### src/tss_pkg.sv
// Purpose: Shared constants and types for the time sync supervisor
// Assumes: 100 MHz system clock
// Notes: Time stamps travel as tss_time_s
package tss_pkg;
	localparam int unsigned CLK_HZ = 100000000;
	localparam int unsigned TICK_CYCLES = CLK_HZ;
	localparam int unsigned SWITCH_TIME_MS = 1000;
	localparam int unsigned SWITCH_CYCLES = SWITCH_TIME_MS * (CLK_HZ / 1000);
	localparam int unsigned RADIO_DECODE_S = 180;
	localparam logic [5:0] SEC_HALF = 6'h1E;
	localparam logic [10:0] OFFSET_MAX = 11'h59F;
	localparam logic [11:0] MIN_PER_DAY = 12'h5A0;
	localparam logic [15:0] TOL_MIN_S = 16'h0078;
	localparam logic [6:0] RESET_YEAR = 7'h00;

	typedef enum logic [1:0] {
		TSS_SRC_INTERNAL = 2'b00,
		TSS_SRC_RADIO = 2'b01,
		TSS_SRC_IRIG = 2'b10,
		TSS_SRC_PULSE = 2'b11
	} tss_src_e;

	typedef enum logic [1:0] {
		TSS_ST_LOAD = 2'b00,
		TSS_ST_UNSYNC = 2'b01,
		TSS_ST_SYNC = 2'b10
	} tss_state_e;

	typedef struct packed {
		logic [6:0] year;
		logic [3:0] month;
		logic [4:0] day;
		logic [4:0] hour;
		logic [5:0] minute;
		logic [5:0] second;
	} tss_time_s;
endpackage : tss_pkg

### src/tss_time_sync_supervisor.sv
// Purpose: Keep the internal time of day aligned to an external source
// Assumes: Source decoders deliver one-cycle time strobes; inputs synchronous
// Notes: Date stays day-of-month only; months are taken as 31 days long
//
// Function
// - Radio time ignored until decoded after restart
// - Time code year taken from set value
// - Pulse above 30 s: next minute, 00
// - Pulse below 30 s: clear seconds only
// - Pulse acts immediately, unchecked, except while a source switch settles
// - Add signed offset up to 1439 minutes
// - Alarm when no sync within tolerance
// - Source change within one second, unsynced
// - Offset change, or time code year change, jumps while synced; paired messages
// - Interruption on after gap or source change
// - Interruption on stamped with old time; on an offset or year jump, old time less old offset
// - Interruption off once sync regained
// - Interruption off stamped with new time
// - Select day-first or month-first date format
// - Only selected source; free run on failure
// - Power-up loads time from battery RTC
`timescale 1ns/1ns
module tss_time_sync_supervisor #(
	parameter int unsigned TICK_CYCLES = tss_pkg::TICK_CYCLES,
	parameter int unsigned SWITCH_CYCLES = tss_pkg::SWITCH_CYCLES
) (
	input wire logic clk,
	input wire logic rst,
	input wire tss_pkg::tss_time_s rtc_time,
	input wire tss_pkg::tss_src_e src_sel,
	input wire logic radio_valid,
	input wire tss_pkg::tss_time_s radio_time,
	input wire logic irig_valid,
	input wire tss_pkg::tss_time_s irig_time,
	input wire logic [6:0] irig_year,
	input wire logic minute_pulse,
	input wire logic offset_neg,
	input wire logic [10:0] offset_min,
	input wire logic [15:0] tol_s,
	input wire logic us_format,
	output tss_pkg::tss_time_s now_time,
	output logic synced,
	output logic sync_fault,
	output logic intr_on,
	output logic intr_off,
	output tss_pkg::tss_time_s intr_stamp,
	output logic date_us
);
	// ----------------------------------------------------------------
	// Helpers
	// ----------------------------------------------------------------
	function automatic tss_pkg::tss_time_s add_minutes(input tss_pkg::tss_time_s t,
		input logic neg, input logic [10:0] m);
		logic [12:0] mod;
		logic [12:0] total;
		tss_pkg::tss_time_s r;
		r = t;
		mod = 13'({t.hour, 6'h00}) - 13'({2'h0, t.hour, 2'h0}) + 13'(t.minute);
		if (neg) begin
			total = mod + 13'(tss_pkg::MIN_PER_DAY) - 13'(m);
		end else begin
			total = mod + 13'(m);
		end
		if (total >= 13'(tss_pkg::MIN_PER_DAY)) begin
			total = total - 13'(tss_pkg::MIN_PER_DAY);
		end
		r.hour = 5'(total / 13'h003C);
		r.minute = 6'(total % 13'h003C);
		return r;
	endfunction : add_minutes

	function automatic tss_pkg::tss_time_s next_min(input tss_pkg::tss_time_s t);
		tss_pkg::tss_time_s r;
		r = t;
		r.second = 6'h00;
		if (t.minute == 6'h3B) begin
			r.minute = 6'h00;
			if (t.hour == 5'h17) begin
				r.hour = 5'h00;
				r.day = (t.day == 5'h1F) ? 5'h01 : t.day + 5'h01;
			end else begin
				r.hour = t.hour + 5'h01;
			end
		end else begin
			r.minute = t.minute + 6'h01;
		end
		return r;
	endfunction : next_min

	// ----------------------------------------------------------------
	// Tick and source bookkeeping
	// ----------------------------------------------------------------
	logic [31:0] tick_cnt;
	logic tick;
	logic [31:0] switch_cnt;
	tss_pkg::tss_src_e src_act;
	tss_pkg::tss_src_e src_prev;
	logic switching;
	logic [15:0] gap_s;
	logic [7:0] decode_s;
	tss_pkg::tss_state_e state;
	logic [10:0] off_prev;
	logic offneg_prev;
	logic [6:0] year_prev;
	logic [10:0] off_eff;
	logic [15:0] tol_eff;
	logic sync_ev;
	tss_pkg::tss_time_s sync_val;
	tss_pkg::tss_time_s raw_val;
	logic cfg_jump;

	assign tick = (tick_cnt == TICK_CYCLES - 1);
	// Out-of-range offsets are clamped rather than wrapping the day twice
	assign off_eff = (offset_min > tss_pkg::OFFSET_MAX) ? tss_pkg::OFFSET_MAX : offset_min;
	// Short tolerances are raised to the floor the source cadence needs
	assign tol_eff = (tol_s < tss_pkg::TOL_MIN_S) ? tss_pkg::TOL_MIN_S : tol_s;
	assign cfg_jump = (state == tss_pkg::TSS_ST_SYNC) && ((off_eff != off_prev) ||
		(offset_neg != offneg_prev) ||
		((src_act == tss_pkg::TSS_SRC_IRIG) && (irig_year != year_prev)));

	always_ff @(posedge clk or posedge rst) begin
		if (rst) begin
			tick_cnt <= 32'h0000_0000;
		end else if (tick) begin
			tick_cnt <= 32'h0000_0000;
		end else begin
			tick_cnt <= tick_cnt + 32'h0000_0001;
		end
	end

	// Source change: old source dropped at once, new one taken after settle
	always_ff @(posedge clk or posedge rst) begin
		if (rst) begin
			src_prev <= tss_pkg::TSS_SRC_INTERNAL;
			src_act <= tss_pkg::TSS_SRC_INTERNAL;
			switching <= 1'b0;
			switch_cnt <= 32'h0000_0000;
		end else begin
			src_prev <= src_sel;
			if (src_sel != src_prev) begin
				switching <= 1'b1;
				switch_cnt <= 32'h0000_0000;
			end else if (switching) begin
				if (switch_cnt == SWITCH_CYCLES - 1) begin
					switching <= 1'b0;
					src_act <= src_sel;
				end else begin
					switch_cnt <= switch_cnt + 32'h0000_0001;
				end
			end
		end
	end

	// Decode hold-off for radio after start-up or source switch
	always_ff @(posedge clk or posedge rst) begin
		if (rst) begin
			decode_s <= 8'h00;
		end else if (switching || (state != tss_pkg::TSS_ST_SYNC && gap_s == 16'h0000)) begin
			decode_s <= 8'h00;
		end else if (tick && decode_s < 8'(tss_pkg::RADIO_DECODE_S)) begin
			decode_s <= decode_s + 8'h01;
		end
	end

	// Only the active source may synchronize; others are ignored
	always_comb begin
		sync_ev = 1'b0;
		raw_val = now_time;
		if (!switching) begin
			case (src_act)
				tss_pkg::TSS_SRC_RADIO: begin
					sync_ev = radio_valid && (decode_s >= 8'(tss_pkg::RADIO_DECODE_S));
					raw_val = radio_time;
				end
				tss_pkg::TSS_SRC_IRIG: begin
					sync_ev = irig_valid;
					raw_val = irig_time;
					raw_val.year = irig_year;
				end
				tss_pkg::TSS_SRC_PULSE: begin
					sync_ev = minute_pulse;
					if (now_time.second > tss_pkg::SEC_HALF) begin
						raw_val = next_min(now_time);
					end else begin
						raw_val.second = 6'h00;
					end
				end
				default: begin
					sync_ev = 1'b0;
				end
			endcase
		end
		if (src_act == tss_pkg::TSS_SRC_PULSE) begin
			sync_val = raw_val;
		end else begin
			sync_val = add_minutes(raw_val, offset_neg, off_eff);
		end
	end

	// ----------------------------------------------------------------
	// Time of day
	// ----------------------------------------------------------------
	always_ff @(posedge clk or posedge rst) begin
		if (rst) begin
			now_time <= '0;
			now_time.year <= tss_pkg::RESET_YEAR;
		end else if (state == tss_pkg::TSS_ST_LOAD) begin
			now_time <= rtc_time;
		end else if (sync_ev) begin
			now_time <= sync_val;
		end else if (cfg_jump) begin
			now_time <= add_minutes(add_minutes(now_time, ~offneg_prev, off_prev),
				offset_neg, off_eff);
			if (src_act == tss_pkg::TSS_SRC_IRIG) begin
				now_time.year <= irig_year;
			end
		end else if (tick) begin
			if (now_time.second == 6'h3B) begin
				now_time <= next_min(now_time);
			end else begin
				now_time.second <= now_time.second + 6'h01;
			end
		end
	end

	// ----------------------------------------------------------------
	// Supervision and messages
	// ----------------------------------------------------------------
	always_ff @(posedge clk or posedge rst) begin
		if (rst) begin
			state <= tss_pkg::TSS_ST_LOAD;
			gap_s <= 16'h0000;
			sync_fault <= 1'b0;
			synced <= 1'b0;
			intr_on <= 1'b0;
			intr_off <= 1'b0;
			intr_stamp <= '0;
			off_prev <= 11'h000;
			offneg_prev <= 1'b0;
			year_prev <= tss_pkg::RESET_YEAR;
		end else begin
			intr_on <= 1'b0;
			intr_off <= 1'b0;
			off_prev <= off_eff;
			offneg_prev <= offset_neg;
			year_prev <= irig_year;
			case (state)
				tss_pkg::TSS_ST_LOAD: begin
					// Start unsynced so every source, internal too, reports regained sync
					state <= tss_pkg::TSS_ST_UNSYNC;
				end
				tss_pkg::TSS_ST_UNSYNC: begin
					if (switching) begin
						gap_s <= 16'h0000;
						// Counter is zero only in the first cycle after a change
						if (switch_cnt == 32'h0000_0000) begin
							intr_on <= 1'b1;
							intr_stamp <= now_time;
						end
					end else if (src_act == tss_pkg::TSS_SRC_INTERNAL) begin
						state <= tss_pkg::TSS_ST_SYNC;
						gap_s <= 16'h0000;
						sync_fault <= 1'b0;
						intr_off <= 1'b1;
						intr_stamp <= now_time;
					end else if (sync_ev) begin
						state <= tss_pkg::TSS_ST_SYNC;
						gap_s <= 16'h0000;
						sync_fault <= 1'b0;
						intr_off <= 1'b1;
						intr_stamp <= sync_val;
					end else if (tick && gap_s != 16'hFFFF) begin
						gap_s <= gap_s + 16'h0001;
						if (gap_s >= tol_eff) begin
							sync_fault <= 1'b1;
						end
					end
				end
				default: begin
					if (switching) begin
						state <= tss_pkg::TSS_ST_UNSYNC;
						gap_s <= 16'h0000;
						intr_on <= 1'b1;
						intr_stamp <= now_time;
					end else if (cfg_jump) begin
						intr_on <= 1'b1;
						intr_stamp <= add_minutes(now_time, ~offneg_prev, off_prev);
						intr_off <= 1'b0;
					end else if (sync_ev) begin
						gap_s <= 16'h0000;
					end else if (tick && src_act != tss_pkg::TSS_SRC_INTERNAL) begin
						gap_s <= gap_s + 16'h0001;
						if (gap_s >= tol_eff) begin
							state <= tss_pkg::TSS_ST_UNSYNC;
							sync_fault <= 1'b1;
							intr_on <= 1'b1;
							intr_stamp <= now_time;
						end
					end
					if (intr_on && !switching && state == tss_pkg::TSS_ST_SYNC &&
						!cfg_jump && off_prev == off_eff) begin
						intr_off <= 1'b1;
						intr_stamp <= now_time;
					end
				end
			endcase
			synced <= (state == tss_pkg::TSS_ST_SYNC);
		end
	end

	always_ff @(posedge clk or posedge rst) begin
		if (rst) begin
			date_us <= 1'b0;
		end else begin
			date_us <= us_format;
		end
	end
endmodule : tss_time_sync_supervisor

### config.mk
export PLATFORM = sky130hd
export DESIGN_NAME = tss_time_sync_supervisor
export DESIGN_NICKNAME = d
export VERILOG_FILES = /design/src/tss_pkg.sv /design/src/tss_time_sync_supervisor.sv
export SDC_FILE = /design/constraint.sdc
export NUM_CORES = 1
export LEC_CHECK = 0
export ABC_AREA = 1
export BUFFER_PORTS_ARGS = -buffer_cell sky130_fd_sc_hd__buf_2
export CORE_ASPECT_RATIO = 1.75
export CORE_MARGIN = 8
export CORE_UTILIZATION = 30
export CTS_BUF_LIST = sky130_fd_sc_hd__clkbuf_8
export DETAILED_ROUTE_END_ITERATION = 6
export PLACE_DENSITY_LB_ADDON = 0.3
export SYNTH_ARGS = -nofsm -noshare
export SYNTH_HDL_FRONTEND = slang
export SYNTH_SLANG_ARGS = --single-unit
### constraint.sdc
create_clock -name clk -period 28.8 [get_ports clk]
set_input_delay 5.76 -clock clk [delete_from_list [all_inputs] [get_ports clk]]
set_output_delay 5.76 -clock clk [all_outputs]
set_load 0.03 [all_outputs]
Yosys cells after proc, flatten, opt, wreduce, memory -nomap -nowiden
Index checks and enable logic that the tools add are counted.
{"block": "word_totals", "regBits": 185, "inputBits": 142, "output_inout_bits": 71, "word_cells": 262}
{"block": "op_classes", "addsub": 27, "div_mod_pow": 8, "order_cmp": 10, "n_eq_ne": 32, "mux": 107, "bitwise_logic": 3, "n_reduce_logical": 47}
{"operator": "33-bit two-way mux", "n": 14}
{"operator": "13-bit two-way mux", "n": 26}
{"operator": "16-bit two-way mux", "n": 11}
{"operator": "32-bit two-way mux", "n": 4}
{"operator": "33-bit case mux with 3 select lines", "n": 1}
{"operator": "33-bit case mux with 2 select lines", "n": 1}
{"operator": "32-bit by 1-bit adder with 32-bit output, second input constant", "n": 2}
{"operator": "32-bit by 27-bit equality test with 1-bit output, second input constant", "n": 2}
{"operator": "13-bit by 6-bit divider with 13-bit output, second input constant", "n": 4}
{"operator": "13-bit by 11-bit greater-or-equal comparator with 1-bit output, second input constant", "n": 4}
{"operator": "13-bit by 6-bit modulo with 13-bit output, second input constant", "n": 4}
{"operator": "13-bit by 11-bit subtractor with 13-bit output, second input constant", "n": 4}
{"operator": "12-bit by 7-bit adder with 13-bit output", "n": 3}
{"operator": "13-bit by 11-bit adder with 13-bit output", "n": 3}
{"operator": "13-bit by 11-bit adder with 13-bit output, second input constant", "n": 3}
{"operator": "13-bit by 11-bit subtractor with 13-bit output", "n": 3}
{"operator": "11-bit by 7-bit subtractor with 12-bit output", "n": 3}
{"operator": "32-bit logical NOT", "n": 1}
{"operator": "16-bit case mux with 2 select lines", "n": 1}
{"operator": "1-bit two-way mux", "n": 24}
{"operator": "22-bit two-way mux", "n": 1}
{"operator": "4-bit nonzero test", "n": 5}
{"operator": "6-bit AND reduction", "n": 3}
{"operator": "17-bit two-way mux", "n": 1}
{"operator": "other kinds (51)", "n": 106}

Logic depth before layout (Yosys ltp)
{"block": "logic_depth", "word_depth": 32, "mapped_depth": 122}

Worst setup path after synthesis
Ideal clock, no wire load.
{"block": "synth_path", "path_kind": "input to register", "from": "input radio_time[12] in the netlist's numbering", "to": "register now_time[10] in the netlist's numbering", "setup_ns": 0.117, "arrival_ns": 14.273, "t_required_ns": 28.683, "path_slack_ns": 14.409, "cell_stages": 83, "n_path_buf": 0, "path_cell_list": "nand2_1 -> o211ai_1 -> nand2_1 -> o21ai_0 -> inv_1 -> ha_1 -> inv_1 -> fa_1 -> inv_1 -> ha_1 -> inv_1 -> ha_1 -> inv_1 -> nor2_1 -> inv_1 -> o21ai_0 -> a21oi_1 -> o21ai_0 -> (+47 left out) -> nand2_1 -> nand2_1 -> nand3_1 -> nand2_1 -> xor2_1 -> nand2_1 -> nand2_1 -> nand2_1 -> nor2_1 -> nand2_1 -> a31oi_1 -> inv_1 -> nand2_1 -> nand3_1 -> inv_1 -> nand2_1 -> nand2_1 -> nand2_1"}
{"block": "synth_via", "elab_chain_cells": 15, "elab_cells_between_ends": 17, "classes_between": "6 x add/sub; 1 x div; 1 x order compare; 9 x mux"}
{"element": "from (decl)", "line_no": "tss_time_sync_supervisor.sv:32", "text": "input wire tss_pkg::tss_time_s radio_time,"}
{"element": "33-bit case mux with 3 select lines (*)", "line_no": "tss_time_sync_supervisor.sv:170", "text": "case (src_act)"}
{"element": "33-bit two-way mux (*)", "line_no": "tss_time_sync_supervisor.sv:169", "text": "if (!switching) begin"}
{"element": "11-bit by 7-bit subtractor with 12-bit output (*)", "line_no": "tss_time_sync_supervisor.sv:58", "text": "mod = 13'({t.hour, 6'h00}) - 13'({2'h0, t.hour, 2'h0}) + 13'(t.minute);"}
{"element": "12-bit by 7-bit adder with 13-bit output (*)", "line_no": "tss_time_sync_supervisor.sv:58"}
{"element": "13-bit by 11-bit adder with 13-bit output", "line_no": "tss_time_sync_supervisor.sv:60", "text": "total = mod + 13'(tss_pkg::MIN_PER_DAY) - 13'(m);"}
{"element": "13-bit by 11-bit subtractor with 13-bit output", "line_no": "tss_time_sync_supervisor.sv:60"}
{"element": "13-bit two-way mux (*)", "line_no": "tss_time_sync_supervisor.sv:59", "text": "if (neg) begin"}
{"element": "13-bit two-way mux (*)", "line_no": "tss_time_sync_supervisor.sv:193", "text": "if (src_act == tss_pkg::TSS_SRC_PULSE) begin"}
{"element": "13-bit by 11-bit subtractor with 13-bit output or 13-bit by 11-bit greater-or-equal comparator with 1-bit output (tied branches)", "line_no": "tss_time_sync_supervisor.sv:65, tss_time_sync_supervisor.sv:64"}
{"element": "13-bit two-way mux (*)", "line_no": "tss_time_sync_supervisor.sv:64", "text": "if (total >= 13'(tss_pkg::MIN_PER_DAY)) begin"}
{"element": "13-bit two-way mux (*)", "line_no": "tss_time_sync_supervisor.sv:193"}
{"element": "13-bit by 6-bit modulo with 13-bit output (*)", "line_no": "tss_time_sync_supervisor.sv:68", "text": "r.minute = 6'(total % 13'h003C);"}
{"element": "17-bit two-way mux (*)", "line_no": "tss_time_sync_supervisor.sv:193"}
{"element": "33-bit two-way mux (*)", "line_no": "tss_time_sync_supervisor.sv:209", "text": "end else if (sync_ev) begin"}
{"element": "33-bit two-way mux (*)", "line_no": "tss_time_sync_supervisor.sv:207", "text": "end else if (state == tss_pkg::TSS_ST_LOAD) begin"}
{"element": "to (signal assigned)", "line_no": "tss_time_sync_supervisor.sv:208", "text": "now_time <= rtc_time;"}
{"element": "to (signal assigned)", "line_no": "tss_time_sync_supervisor.sv:210", "text": "now_time <= sync_val;"}
{"element": "to (signal assigned)", "line_no": "tss_time_sync_supervisor.sv:212", "text": "now_time <= add_minutes(add_minutes(now_time, ~offneg_prev, off_prev),"}
{"element": "to (decl)", "line_no": "tss_time_sync_supervisor.sv:41", "text": "output tss_pkg::tss_time_s now_time,"}
Every way passes the cells marked *; elsewhere a longest branch is shown, timed or not. The select of a mux whose other input is x is not followed.
A chain may end at the register's enable or synchronous reset.

Worst setup path in the final report
{"block": "layout_path", "from": "input radio_time[13] in the netlist's numbering", "to": "register intr_stamp[9] in the netlist's numbering"}
{"block": "layout_via", "elab_chain_cells": 17, "elab_cells_between_ends": 19, "classes_between": "6 x add/sub; 1 x div; 1 x order compare; 11 x mux"}
{"element": "33-bit case mux with 3 select lines (*)", "line_no": "tss_time_sync_supervisor.sv:170"}
{"element": "33-bit two-way mux (*)", "line_no": "tss_time_sync_supervisor.sv:169"}
{"element": "11-bit by 7-bit subtractor with 12-bit output (*)", "line_no": "tss_time_sync_supervisor.sv:58"}
{"element": "12-bit by 7-bit adder with 13-bit output (*)", "line_no": "tss_time_sync_supervisor.sv:58"}
{"element": "13-bit by 11-bit adder with 13-bit output", "line_no": "tss_time_sync_supervisor.sv:60"}
{"element": "13-bit by 11-bit subtractor with 13-bit output", "line_no": "tss_time_sync_supervisor.sv:60"}
{"element": "13-bit two-way mux (*)", "line_no": "tss_time_sync_supervisor.sv:59"}
{"element": "13-bit two-way mux (*)", "line_no": "tss_time_sync_supervisor.sv:193"}
{"element": "13-bit by 11-bit subtractor with 13-bit output or 13-bit by 11-bit greater-or-equal comparator with 1-bit output (tied branches)", "line_no": "tss_time_sync_supervisor.sv:65, tss_time_sync_supervisor.sv:64"}
{"element": "13-bit two-way mux (*)", "line_no": "tss_time_sync_supervisor.sv:64"}
{"element": "13-bit two-way mux (*)", "line_no": "tss_time_sync_supervisor.sv:193"}
{"element": "13-bit by 6-bit modulo with 13-bit output (*)", "line_no": "tss_time_sync_supervisor.sv:68"}
{"element": "17-bit two-way mux (*)", "line_no": "tss_time_sync_supervisor.sv:193"}
{"element": "33-bit two-way mux (*)", "line_no": "tss_time_sync_supervisor.sv:266", "text": "end else if (sync_ev) begin"}
{"element": "33-bit two-way mux (*)", "line_no": "tss_time_sync_supervisor.sv:260", "text": "end else if (src_act == tss_pkg::TSS_SRC_INTERNAL) begin"}
{"element": "33-bit two-way mux (*)", "line_no": "tss_time_sync_supervisor.sv:253", "text": "if (switching) begin"}
{"element": "33-bit case mux with 2 select lines (*)", "line_no": "tss_time_sync_supervisor.sv:247", "text": "case (state)"}
{"element": "to (signal assigned)", "line_no": "tss_time_sync_supervisor.sv:258", "text": "intr_stamp <= now_time;"}
{"element": "to (signal assigned)", "line_no": "tss_time_sync_supervisor.sv:265", "text": "intr_stamp <= now_time;"}
{"element": "to (signal assigned)", "line_no": "tss_time_sync_supervisor.sv:271", "text": "intr_stamp <= sync_val;"}
{"element": "to (decl)", "line_no": "tss_time_sync_supervisor.sv:46", "text": "output tss_pkg::tss_time_s intr_stamp,"}
Marks and branches as above.

==> flow_metrics.tcl <==
set metrics [dict create \
    status "finished clean" \
    cp_max_fo 7 \
    cts_sinks 185 \
    coreArea_um2 64300 \
    dr.pass1.iters 6 \
    synth-async-reset-ratio_pct 100 \
    worstSkewPairLatency_ps 500 \
    totalWireLength_um 69500 \
    post-route-min-period_ps 16050 \
    endpoint "intr_stamp[9]$_DFFE_PP0P_" \
    syn_inst 2986 \
    tns_ps 0 \
    hold_viol 0 \
    io-pin-count 213 \
    final_cell_area_um2 22000 \
    synth_nets 3292 \
    wl_per_cell_um 17.4 \
    worstReg2RegEnd "now_time[8]$_DFFE_PP0P_" \
    postRouteAntennaNets 0 \
    clk_path_buf_depth 2 \
    dieArea_um2 73600 \
    crit_required_ps 29140 \
    slew-limit-headroom_pct 26.0 \
    nNetsFinal 3483 \
    path_class "in -> reg" \
    fin_skew_ps 16.1 \
    syn_area_per_cell_um2 6.52 \
    reg2regPathDepth 107 \
    endpoint_kind "register" \
    floorplan.rows 123 \
    hpwl_um 56600 \
    track_usage_pct 18.3 \
    cts_max_level 4 \
    clockRootBuffer "clkbuf_8" \
    postCtsSetupBuffers 0 \
    synth_ff_type "dfrtp_1" \
    ys_seq_elements 185 \
    worstMarginPinSlew_ps 1110 \
    fin_cells 4007 \
    dp.cells 3970 \
    drc 0 \
    synthDistinctLibCells 74 \
    cp.arrival_ps 16390 \
    slowest_stage "fa_1" \
    slowest_delay_ps 500 \
    critPathLaunchType "input port" \
    synthXorXnorAreaFrac_pct 4.63 \
    startpoint "radio_time[13]" \
    synthMuxAreaShare_pct 0.116 \
    start_util_pct 30.3 \
    finalCritPeriodShare_pct 55.7 \
    die_w_um 209 \
    grt_pass1_wl_um 108000 \
    setup_viol 0 \
    via_per_inst 5.10 \
    netlist_area_um2 19500 \
    grt_pass1_vias 20000 \
    fillers 7121 \
    synth_top_family_by_area "simple AND/OR/NAND/NOR gates" \
    die_h_um 353 \
    reg2reg_from "now_time[13]$_DFFE_PP0P_" \
    tritoncts "built" \
    cts-resized-gates 0 \
    antenna_found_initial 3 \
    rsz0062_at_grt "false" \
    hold_path.class "reg -> reg" \
    cts_buffers 17 \
    fmax_mhz 62.3 \
    synth_compound_area_share_pct 17.9 \
    postCtsHoldBufs 0 \
    yosysWarnings 0 \
    drtIter0Drc 1519 \
    yosys.area_share.simple_pct 31.4 \
    drv_slew 0 \
    final_layout_size_suffix_gt1_share_pct 12.7 \
    r2r_setup_slack_ps 12870 \
    synth_adder_area_share_pct 10.9 \
    dpl-instance-area_um2 21500 \
    numPortBuffers 205 \
    grt_max_degree 128 \
    synth-edff-count 0 \
    grt_overflow 0 \
    crit_path_frequent_cell "nand2_1" \
    syn2layout_area_growth_pct 13.0 \
    clk_pin_slew_ps 90 \
    ys_seq_area_share_pct 23.8 \
    maxCapViolCount 0 \
    routed-via-count 20400 \
    gp_congestion 0.926 \
]
## synth_stat cells, types with 4 or more instances
library cell    n  share of area (%)
a211oi_1       10               0.39
a21oi_1       131                3.4
a221o_1         9               0.46
a221oi_1        7               0.31
a22o_1         19               0.85
a22oi_1         7               0.27
a31oi_1        26               0.84
a32o_1          7               0.36
clkbuf_1       52                1.0
clkinv_1        9               0.17
dfrtp_1       185                 24
fa_1            9               0.93
ha_1          155                 10
inv_1         485                9.3
inv_2          33               0.64
nand2_1       661                 13
nand2_2        34                1.1
nand2_4         7               0.40
nand3_1       192                4.9
nand3_2        11               0.57
nand4_1        47                1.5
nor2_1        317                6.1
nor2_2         10               0.32
nor2_4          5               0.29
nor3_1         52                1.3
nor4_1         21               0.67
o2111ai_1       8               0.36
o211ai_1       42                1.6
o21a_1          8               0.31
o21ai_0       189                4.9
o21ai_1        21               0.54
o21ai_2         6               0.27
o21bai_1       10               0.39
o21bai_4        4               0.39
o22ai_1        20               0.64
o31ai_1         9               0.35
or2_2          10               0.32
xnor2_1        17               0.76
xor2_1         84                3.8
## sequential cells by signal, summed over array words and instances, names as in the netlist
name / count
date_us: 1
decode_s: 8
gap_s: 16
intr_off: 1
intr_on: 1
intr_stamp: 33
now_time: 33
off_prev: 11
offneg_prev: 1
src_act: 2
src_prev: 2
state: 2
switch_cnt: 32
switching: 1
sync_fault: 1
synced: 1
tick_cnt: 32
year_prev: 7
## layout make-up
class                   instances  area [um^2]  share of cell area (%)
multi-input cells            2216        12700                    57.6
flip-flops and latches        185         4630                    21.0
inverters                     527         1990                    9.02
repair buffers                230         1210                    5.52
well taps                     812         1020                    4.62
clock buffers                  20          275                    1.25
clock inverters                12          195                   0.887
diodes                          5         12.5                  0.0569
## stage by stage
stage	util, %	setup WS (ps)	hold slack (ps)
after floorplan	-	14410	425
after global placement	33.5	12370	450
after detailed placement	33.5	12410	463
after CTS	34.2	12850	475
after global routing	34.2	11340	501
final	34.2	12750	472
## layout by cell type, fill, tap and decap left out, drive strengths merged, types with 26 or more instances in the layout
cell type / Yosys / layout
a21oi: 133 / 133
a31oi: 26 / 26
buf: 6 / 230
dfrtp: 185 / 185
ha: 155 / 155
inv: 518 / 524
nand2: 703 / 703
nand3: 206 / 206
nand4: 49 / 49
nor2: 333 / 333
nor3: 52 / 52
o211ai: 42 / 42
o21ai: 217 / 217
xor2: 85 / 85
## critical path, delay by kind of cell
kind	cells	cell delay, ps
compound gates	12	2200
xor+xnor	5	1070
buf+inv	16	1370
simple gates	41	4550
fa+ha+maj	4	1400
## cell families (layout without fill, tap and decap cells)
group	count (synthesis)	after routing
simple gates	1387	1387
buf+inv	585	789
compound gates	561	561
flops	185	185
fa+ha+maj	164	164
xor+xnor	102	102
mux	2	2
other cells	0	5
## how the worst min path moves through the flow
| stage | start | to | slack, ps | cells past startpoint |
|---|---|---|---|---|
| global route | tick_cnt[0]$_DFF_PP0_ | tick_cnt[0]$_DFF_PP0_ | 500 | 1 |
| global placement | tick_cnt[0]$_DFF_PP0_ | tick_cnt[0]$_DFF_PP0_ | 450 | 1 |
| floorplan | tick_cnt[0]$_DFF_PP0_ | tick_cnt[0]$_DFF_PP0_ | 430 | 1 |
| finish | tick_cnt[0]$_DFF_PP0_ | tick_cnt[0]$_DFF_PP0_ | 470 | 1 |
| detailed placement | tick_cnt[0]$_DFF_PP0_ | tick_cnt[0]$_DFF_PP0_ | 460 | 1 |
| CTS | tick_cnt[0]$_DFF_PP0_ | tick_cnt[0]$_DFF_PP0_ | 480 | 1 |
## metal layers
layer / GRT usage, % / vias up / wire, um
met3: 2.60 / 142 / 4240
met5: 0 / - / 0
li1: - / 10200 / -
met2: 32.8 / 674 / 34200
met1: 21.1 / 9435 / 27600
met4: 9.14 / 0 / 3430
Power is left out: the tool's default activity adds up to more than one toggle a clock period on the data nets, which glitch-free logic cannot reach.
